$ cat src/rtl/chaq_pkg.sv
/*
 * Shared constants and carrier types for the channel assessment and
 * link quality block.
 * Assumes a 50 MHz digital clock and a register front end that hands
 * over decoded single-byte register accesses.
 */
package chaq_pkg;

	// -----------------------------------------------------------------
	// Register map
	// -----------------------------------------------------------------
	localparam logic [5:0] ADDR_STATUS = 6'h01;
	localparam logic [5:0] ADDR_CONTROL = 6'h08;
	localparam logic [5:0] ADDR_THRESH = 6'h09;

	localparam int BIT_DONE = 7;
	localparam int BIT_IDLE = 6;
	localparam int BIT_TRIGGER = 7;
	localparam int METHOD_HI = 6;
	localparam int METHOD_LO = 5;
	localparam int STEP_HI = 4;

	localparam logic [7:0] THRESH_RESET = 8'hC7;
	localparam logic [1:0] METHOD_RESET = 2'h0;
	localparam logic [7:0] LQ_RESET = 8'h00;

	// -----------------------------------------------------------------
	// Timing
	// -----------------------------------------------------------------
	localparam int CLK_PERIOD_NS = 20;
	localparam int MEAS_TIME_NS = 140000;
	localparam int MEAS_CYCLES = MEAS_TIME_NS / CLK_PERIOD_NS;

	// -----------------------------------------------------------------
	// Link quality
	// -----------------------------------------------------------------
	localparam logic [6:0] MIN_LQ_LEN = 7'h02;
	localparam int LQ_SHIFT = 2;

	typedef enum logic [1:0] {
		CHAQ_OR = 2'b00,
		CHAQ_ENERGY = 2'b01,
		CHAQ_CARRIER = 2'b10,
		CHAQ_AND = 2'b11
	} chaq_method_t;

	typedef enum logic [0:0] {
		CHAQ_IDLE = 1'b0,
		CHAQ_RUN = 1'b1
	} chaq_state_t;

	typedef struct packed {
		logic wr;
		logic rd;
		logic [5:0] addr;
		logic [7:0] wdata;
	} chaq_reg_req_t;

	typedef struct packed {
		logic wr;
		logic [6:0] addr;
		logic [7:0] data;
	} chaq_fb_wr_t;

endpackage

$ cat src/rtl/chaq_top.sv
/*
 * Channel assessment control/status registers and link quality append.
 * Assumes the register front end delivers one-cycle wr/rd strobes on clk,
 * and the receiver baseband drives its indications on clk as well.
 */
`timescale 1ns/10ps

module chaq_top #(
	parameter int MEAS_CYCLES = chaq_pkg::MEAS_CYCLES,
	parameter logic signed [7:0] FLOOR_BASE = -8'sd90
) (
	input wire logic clk,
	input wire logic rst_b,
	input wire chaq_pkg::chaq_reg_req_t reg_req,
	output logic [7:0] reg_rdata,
	input wire logic rx_basic,
	input wire logic signed [7:0] rx_power,
	input wire logic carrier_seen,
	input wire logic corr_valid,
	input wire logic [7:0] corr_value,
	input wire logic frame_end_event,
	input wire logic [6:0] frame_len,
	output chaq_pkg::chaq_fb_wr_t fb_wr,
	output logic measure_done_event
);

	// -----------------------------------------------------------------
	// Register decode
	// -----------------------------------------------------------------
	logic wr_ctl, wr_thr, rd_any, accept;
	logic [7:0] thr_r, thr_nxt, rdata_r, rdata_nxt;
	logic [1:0] method_r, method_nxt;

	assign wr_ctl = reg_req.wr && reg_req.addr == chaq_pkg::ADDR_CONTROL;
	assign wr_thr = reg_req.wr && reg_req.addr == chaq_pkg::ADDR_THRESH;
	assign rd_any = reg_req.rd;

	// -----------------------------------------------------------------
	// Assessment engine
	// -----------------------------------------------------------------
	chaq_pkg::chaq_state_t state_r, state_nxt;
	logic [15:0] cnt_r, cnt_nxt;
	logic done_r, done_nxt, idle_r, idle_nxt, evt_r, evt_nxt;
	logic ed_r, ed_nxt, cs_r, cs_nxt, busy, ed_now;
	logic signed [8:0] limit;

	// A request while a check runs is not accepted, so each accepted
	// request yields exactly one completion event.
	assign accept = wr_ctl && reg_req.wdata[chaq_pkg::BIT_TRIGGER]
		&& state_r == chaq_pkg::CHAQ_IDLE;

	assign limit = 9'(FLOOR_BASE) + 9'({thr_r[chaq_pkg::STEP_HI:0], 1'b0});
	assign ed_now = 9'(rx_power) > limit;

	always_comb begin
		case (chaq_pkg::chaq_method_t'(method_r))
			chaq_pkg::CHAQ_OR: busy = ed_r | cs_r;
			chaq_pkg::CHAQ_ENERGY: busy = ed_r;
			chaq_pkg::CHAQ_CARRIER: busy = cs_r;
			chaq_pkg::CHAQ_AND: busy = ed_r & cs_r;
			default: busy = 1'b1;
		endcase
	end

	always_comb begin
		state_nxt = state_r;
		cnt_nxt = cnt_r;
		done_nxt = done_r;
		idle_nxt = idle_r;
		ed_nxt = ed_r;
		cs_nxt = cs_r;
		evt_nxt = 1'b0;
		case (state_r)
			chaq_pkg::CHAQ_IDLE: begin
				if (accept) begin
					idle_nxt = 1'b0;
					ed_nxt = 1'b0;
					cs_nxt = 1'b0;
					cnt_nxt = 16'h0000;
					if (rx_basic) begin
						done_nxt = 1'b0;
						state_nxt = chaq_pkg::CHAQ_RUN;
					end else begin
						done_nxt = 1'b1;
						evt_nxt = 1'b1;
					end
				end
			end
			chaq_pkg::CHAQ_RUN: begin
				ed_nxt = ed_r | ed_now;
				cs_nxt = cs_r | carrier_seen;
				cnt_nxt = cnt_r + 16'h0001;
				if (cnt_r == 16'(MEAS_CYCLES - 1)) begin
					state_nxt = chaq_pkg::CHAQ_IDLE;
					done_nxt = 1'b1;
					idle_nxt = ~busy;
					evt_nxt = 1'b1;
				end
			end
			default: state_nxt = chaq_pkg::CHAQ_IDLE;
		endcase
	end

	always_ff @(posedge clk or negedge rst_b) begin
		if (!rst_b) begin
			state_r <= chaq_pkg::CHAQ_IDLE;
			cnt_r <= 16'h0000;
			done_r <= 1'b0;
			idle_r <= 1'b0;
			ed_r <= 1'b0;
			cs_r <= 1'b0;
			evt_r <= 1'b0;
		end else begin
			state_r <= state_nxt;
			cnt_r <= cnt_nxt;
			done_r <= done_nxt;
			idle_r <= idle_nxt;
			ed_r <= ed_nxt;
			cs_r <= cs_nxt;
			evt_r <= evt_nxt;
		end
	end

	assign measure_done_event = evt_r;

	// -----------------------------------------------------------------
	// Register file
	// -----------------------------------------------------------------
	always_comb begin
		thr_nxt = wr_thr ? reg_req.wdata : thr_r;
		method_nxt = method_r;
		if (wr_ctl)
			method_nxt = reg_req.wdata[chaq_pkg::METHOD_HI:chaq_pkg::METHOD_LO];
		rdata_nxt = rdata_r;
		if (rd_any) begin
			case (reg_req.addr)
				// Flag bits are status only; writes to 0x01 fall through.
				chaq_pkg::ADDR_STATUS: rdata_nxt = {done_r, idle_r, 6'h00};
				// Trigger is never stored, so it reads as zero.
				chaq_pkg::ADDR_CONTROL: rdata_nxt = {1'b0, method_r, 5'h00};
				chaq_pkg::ADDR_THRESH: rdata_nxt = thr_r;
				default: rdata_nxt = 8'h00;
			endcase
		end
	end

	always_ff @(posedge clk or negedge rst_b) begin
		if (!rst_b) begin
			thr_r <= chaq_pkg::THRESH_RESET;
			method_r <= chaq_pkg::METHOD_RESET;
			rdata_r <= 8'h00;
		end else begin
			thr_r <= thr_nxt;
			method_r <= method_nxt;
			rdata_r <= rdata_nxt;
		end
	end

	assign reg_rdata = rdata_r;

	// -----------------------------------------------------------------
	// Link quality
	// -----------------------------------------------------------------
	logic [7:0] lq_r, lq_nxt;
	chaq_pkg::chaq_fb_wr_t fb_r, fb_nxt;

	// A running average over symbol correlations; cheap and stays in
	// 0..255 without a divider, at the cost of weighting late symbols.
	always_comb begin
		lq_nxt = lq_r;
		fb_nxt = '0;
		if (corr_valid)
			lq_nxt = lq_r - (lq_r >> chaq_pkg::LQ_SHIFT)
				+ (corr_value >> chaq_pkg::LQ_SHIFT);
		if (frame_end_event) begin
			fb_nxt.wr = 1'b1;
			fb_nxt.addr = frame_len;
			fb_nxt.data = (frame_len >= chaq_pkg::MIN_LQ_LEN) ? lq_r
				: 8'h00;
			lq_nxt = chaq_pkg::LQ_RESET;
		end
	end

	always_ff @(posedge clk or negedge rst_b) begin
		if (!rst_b) begin
			lq_r <= chaq_pkg::LQ_RESET;
			fb_r <= '0;
		end else begin
			lq_r <= lq_nxt;
			fb_r <= fb_nxt;
		end
	end

	assign fb_wr = fb_r;

	// -----------------------------------------------------------------
	// Assertions
	// -----------------------------------------------------------------
	localparam int MEAS_LEN = MEAS_CYCLES;
endmodule

$ cat config.mk
export PLATFORM = sky130hd
export DESIGN_NAME = chaq_top
export DESIGN_NICKNAME = d
export VERILOG_FILES = /design/src/rtl/chaq_pkg.sv /design/src/rtl/chaq_top.sv
export SDC_FILE = /design/constraint.sdc
export NUM_CORES = 1
export LEC_CHECK = 0
export BUFFER_PORTS_ARGS = -buffer_cell sky130_fd_sc_hd__buf_2
export CORE_MARGIN = 5
export CORE_UTILIZATION = 55
export CTS_CLUSTER_DIAMETER = 100
export DETAILED_ROUTE_END_ITERATION = 12
export PLACE_DENSITY = 0.8
export SYNTH_ARGS = -nofsm -noshare
export SYNTH_HDL_FRONTEND = slang
export SYNTH_SLANG_ARGS = --single-unit
export TNS_END_PERCENT = 5
$ cat constraint.sdc
create_clock -name clk -period 3.3 [get_ports clk]
set_input_delay 0.33 -clock clk [delete_from_list [all_inputs] [get_ports clk]]
set_output_delay 0.33 -clock clk [all_outputs]
set_load 0.02 [all_outputs]
==> results.cfg <==
[outcome]
run_status = finished, final reports clean

[cts]
ctsResizeCount = 0
cts_buffers = 9
cts_num_sinks = 64
clock_path_buffers = 2
cts_hold_repair.buffers = 0
clock_insertion_delay_worst_skew_ns = 0.33
clkSlewWorstSetupHoldPaths_ns = 0.07
cts-htree-levels = 3
cts_setup_buffers = 0
tritoncts = built
clock_tree.root_cell = sky130_fd_sc_hd__clkbuf_8

[critical_path]
endpoint_type_of_the_worst_setup_path = register
r2r.worst_path.cells = 9
startpoint_type = register
startpoint_of_the_most_critical_register_to_register_path = lq_r[4]
timing_worst_setup_path_type = register to register
reg2reg_to = lq_r[7]
critPathLaunch = lq_r[4]
timing.critical_path.arrival_ns = 2.81
worst-r2r-setup-slack_ns = 0.70
timing.critical_path.fanout_max = 4
timing.critical_path.required_ns = 3.51

[synthesis]
postSynthRegisterBits = 64
number_of_standard_cells_after_synthesis = 325
async_s_r_ff_share_synth_pct = 100.0
ys.flop_type = sky130_fd_sc_hd__dfrtp_1
syn_avg_cell_area_um2 = 10.35
synth_area_mm2 = 0.003364
synth_cell_type_count = 51
synthesis.nets = 392
yosys_warnings = 0
synth-edff-count = 0
ys_seq_area_share_pct = 47.79

[global_route]
globalRouteTotalUtil_pct = 18.55
grt.overflow.total = 0
grt_pass1_wl_um = 11240
grt_pass1_vias = 2565
antenna_found_initial = 0
largest_net_degree_at_the_start_of_global_routing = 43

[place]
placed_cells_incl_taps = 460
port-buffer-count = 67
gp_congestion = 0.8411
hpwlAfterDp_um = 4994

[die]
fp-row-count = 28
placeableCoreArea_mm2 = 0.005921
starting_density_of_the_core_pct = 56.83
die_area_mm2 = 0.007781
die_height_um = 88.21
horiz_die_dim_um = 88.21
boundaryPins = 70

[pwr]
design_power_total_mw = 2.655
comb_power_share_pct = 33.6
pwrdens_mw_per_mm2 = 666.5
ir_drop_mv = 0.4735
power.switching_mw = 0.8964
clock_power_share_pct = 27.6
share_of_power_burned_in_registers_pct = 38.8
total_leakage_power_nw = 1.992
switching_share_pct = 33.76
cell_internal_pwr_mw = 1.759

[hold_path]
min_path_type = primary input to asynchronous set/reset pin

[finish]
finish.net_count = 463
fillCellCount = 462
areaGrowthSynthToFinish_pct = 18.41
antenna-diode-count = 0
layout_cell_share_with_drive_strength_beyond_1_pct = 27.68
post-route-util_pct = 67.29
final_cell_mix = 67 x sky130_fd_sc_hd__buf_2, 59 x sky130_fd_sc_hd__dfrtp_1, 45 x sky130_fd_sc_hd__inv_1
layout.cells.most_common = sky130_fd_sc_hd__buf_2
finish.cell_count_without_fillers = 476

[detailed_routing]
totalWireLength_um = 6602
route.detailed.vias_per_inst = 5.307
antenna_violating_nets_post_route = 0
drc_errors = 0
drt_first_pass_iters = 4
dr.first_iter.drc_count = 130
drt-wirelength-per-cell_um = 13.87
vias = 2526

[sta]
relSlewSlack_pct = 38.22
post-route-period-util_pct = 78.65
rsz0062_at_grt = no
clock-skew-final_ns = 0.008184
worstMarginPinSlew_ns = 0.9267
setup-tns-final_ns = 0
hold_violations = 0
fmax_mhz = 385.3
drv_slew = 0
setup_viol_count_final = 0
finalHoldWorstSlack_ns = 0.1261
timing.final.crit_period_ns = 2.595

[run]
timing.max_cap.violations = 0
==> layout make-up <==
cell class	count	area [µm²]	share of cell area, %
Multi-Input combinational cell	208	1549	38.88
Tap cell	75	93.84	2.356
Inverter	45	168.9	4.240
Clock inverter	5	80.08	2.010
Timing Repair Buffer	68	342.8	8.606
Clock buffer	11	141.4	3.549
Sequential cell	64	1608	40.36
==> cell usage after synthesis (2+ instances only) <==
library cell	number	area, µm²
sky130_fd_sc_hd__nand2_1	21	78.83
sky130_fd_sc_hd__o22ai_1	9	56.30
sky130_fd_sc_hd__a31oi_1	2	12.51
sky130_fd_sc_hd__ha_1	16	200.2
sky130_fd_sc_hd__nor2b_1	5	31.28
sky130_fd_sc_hd__fa_1	6	120.1
sky130_fd_sc_hd__a21oi_1	16	80.08
sky130_fd_sc_hd__mux2_2	14	157.7
sky130_fd_sc_hd__clkbuf_1	5	18.77
sky130_fd_sc_hd__mux2i_1	9	90.09
sky130_fd_sc_hd__nand4b_1	2	17.52
sky130_fd_sc_hd__dfstp_2	5	131.4
sky130_fd_sc_hd__nor3_1	2	10.01
sky130_fd_sc_hd__nand3_1	15	75.07
sky130_fd_sc_hd__nand4_1	7	43.79
sky130_fd_sc_hd__inv_1	45	168.9
sky130_fd_sc_hd__nor4b_1	2	17.52
sky130_fd_sc_hd__o211ai_1	2	15.01
sky130_fd_sc_hd__and2_1	15	93.84
sky130_fd_sc_hd__o21ai_0	17	85.08
sky130_fd_sc_hd__dfrtp_1	59	1476
sky130_fd_sc_hd__xor2_1	3	26.28
sky130_fd_sc_hd__and3_1	3	18.77
sky130_fd_sc_hd__nor4_1	2	12.51
sky130_fd_sc_hd__nor2_1	12	45.04
sky130_fd_sc_hd__nand2b_1	3	18.77
sky130_fd_sc_hd__xnor2_1	4	35.03
==> power by group through the flow <==
stage | clock [mW] | sequential (mW) | combinational [mW]
after floorplan | 0 | 1.04 | 0.660
after global placement | 0 | 1.04 | 0.846
after detailed placement | 0 | 1.04 | 0.894
after CTS | 0.754 | 1.03 | 0.905
after global routing | 0.792 | 1.05 | 1.03
final | 0.733 | 1.03 | 0.892
==> stage by stage <==
step                worst slack, ns  area, µm²
floorplan                    0.9171       3364
global placement             0.7593       3762
detailed placement           0.6978       3762
CTS                          0.6939       3984
global route                 0.5639       3984
finish                       0.7047       3984
==> critical path, cell delays in order, from the launching register on <==
cell and delay [ns]:
sky130_fd_sc_hd__dfrtp_1 0.41, sky130_fd_sc_hd__inv_1 0.08, sky130_fd_sc_hd__fa_1 0.50, sky130_fd_sc_hd__inv_1 0.04, sky130_fd_sc_hd__ha_1 0.34, sky130_fd_sc_hd__a21oi_1 0.24, sky130_fd_sc_hd__o21ai_0 0.13, sky130_fd_sc_hd__a21oi_1 0.17
sky130_fd_sc_hd__mux2i_1 0.22, sky130_fd_sc_hd__mux2_2 0.35
==> sequential cells by signal, summed over array words and instances, names as in the netlist, 2 cells and up <==
name and count:
cnt_r 16, fb_wr 16, lq_r 8, reg_rdata 8
thr_r 8, method_r 2
==> how the worst max path moves through the flow <==
| stage | to | slack (ns) |
|---|---|---|
| after floorplan | lq_r[7] | 0.92 |
| after global placement | lq_r[6] | 0.76 |
| after detailed placement | lq_r[6] | 0.70 |
| after CTS | lq_r[7] | 0.69 |
| after global routing | lq_r[7] | 0.56 |
| final | lq_r[7] | 0.70 |
==> per-layer routing <==
| metal | global-route usage (%) | vias to the layer above | routed length (µm) |
|---|---|---|---|
| li1 | - | 1257 | - |
| met5 | 0 | - | 0 |
| met2 | 32.77 | 54 | 3448 |
| met4 | 6.181 | 0 | 85 |
| met1 | 22.34 | 1204 | 2755 |
| met3 | 4.283 | 11 | 313 |
==> cell families (layout without fill, tap and decap cells) <==
group           Yosys count  in the layout  share of synthesized area (%)
compound gates           56             56                          10.04
xor+xnor                  7              7                          1.822
fa+ha+maj                22             22                          9.520
buf+inv                  53            129                          6.173
flops                    64             64                          47.79
mux                      23             23                          7.363
simple gates            100            100                          17.29
(Power assumes the default switching activity.)
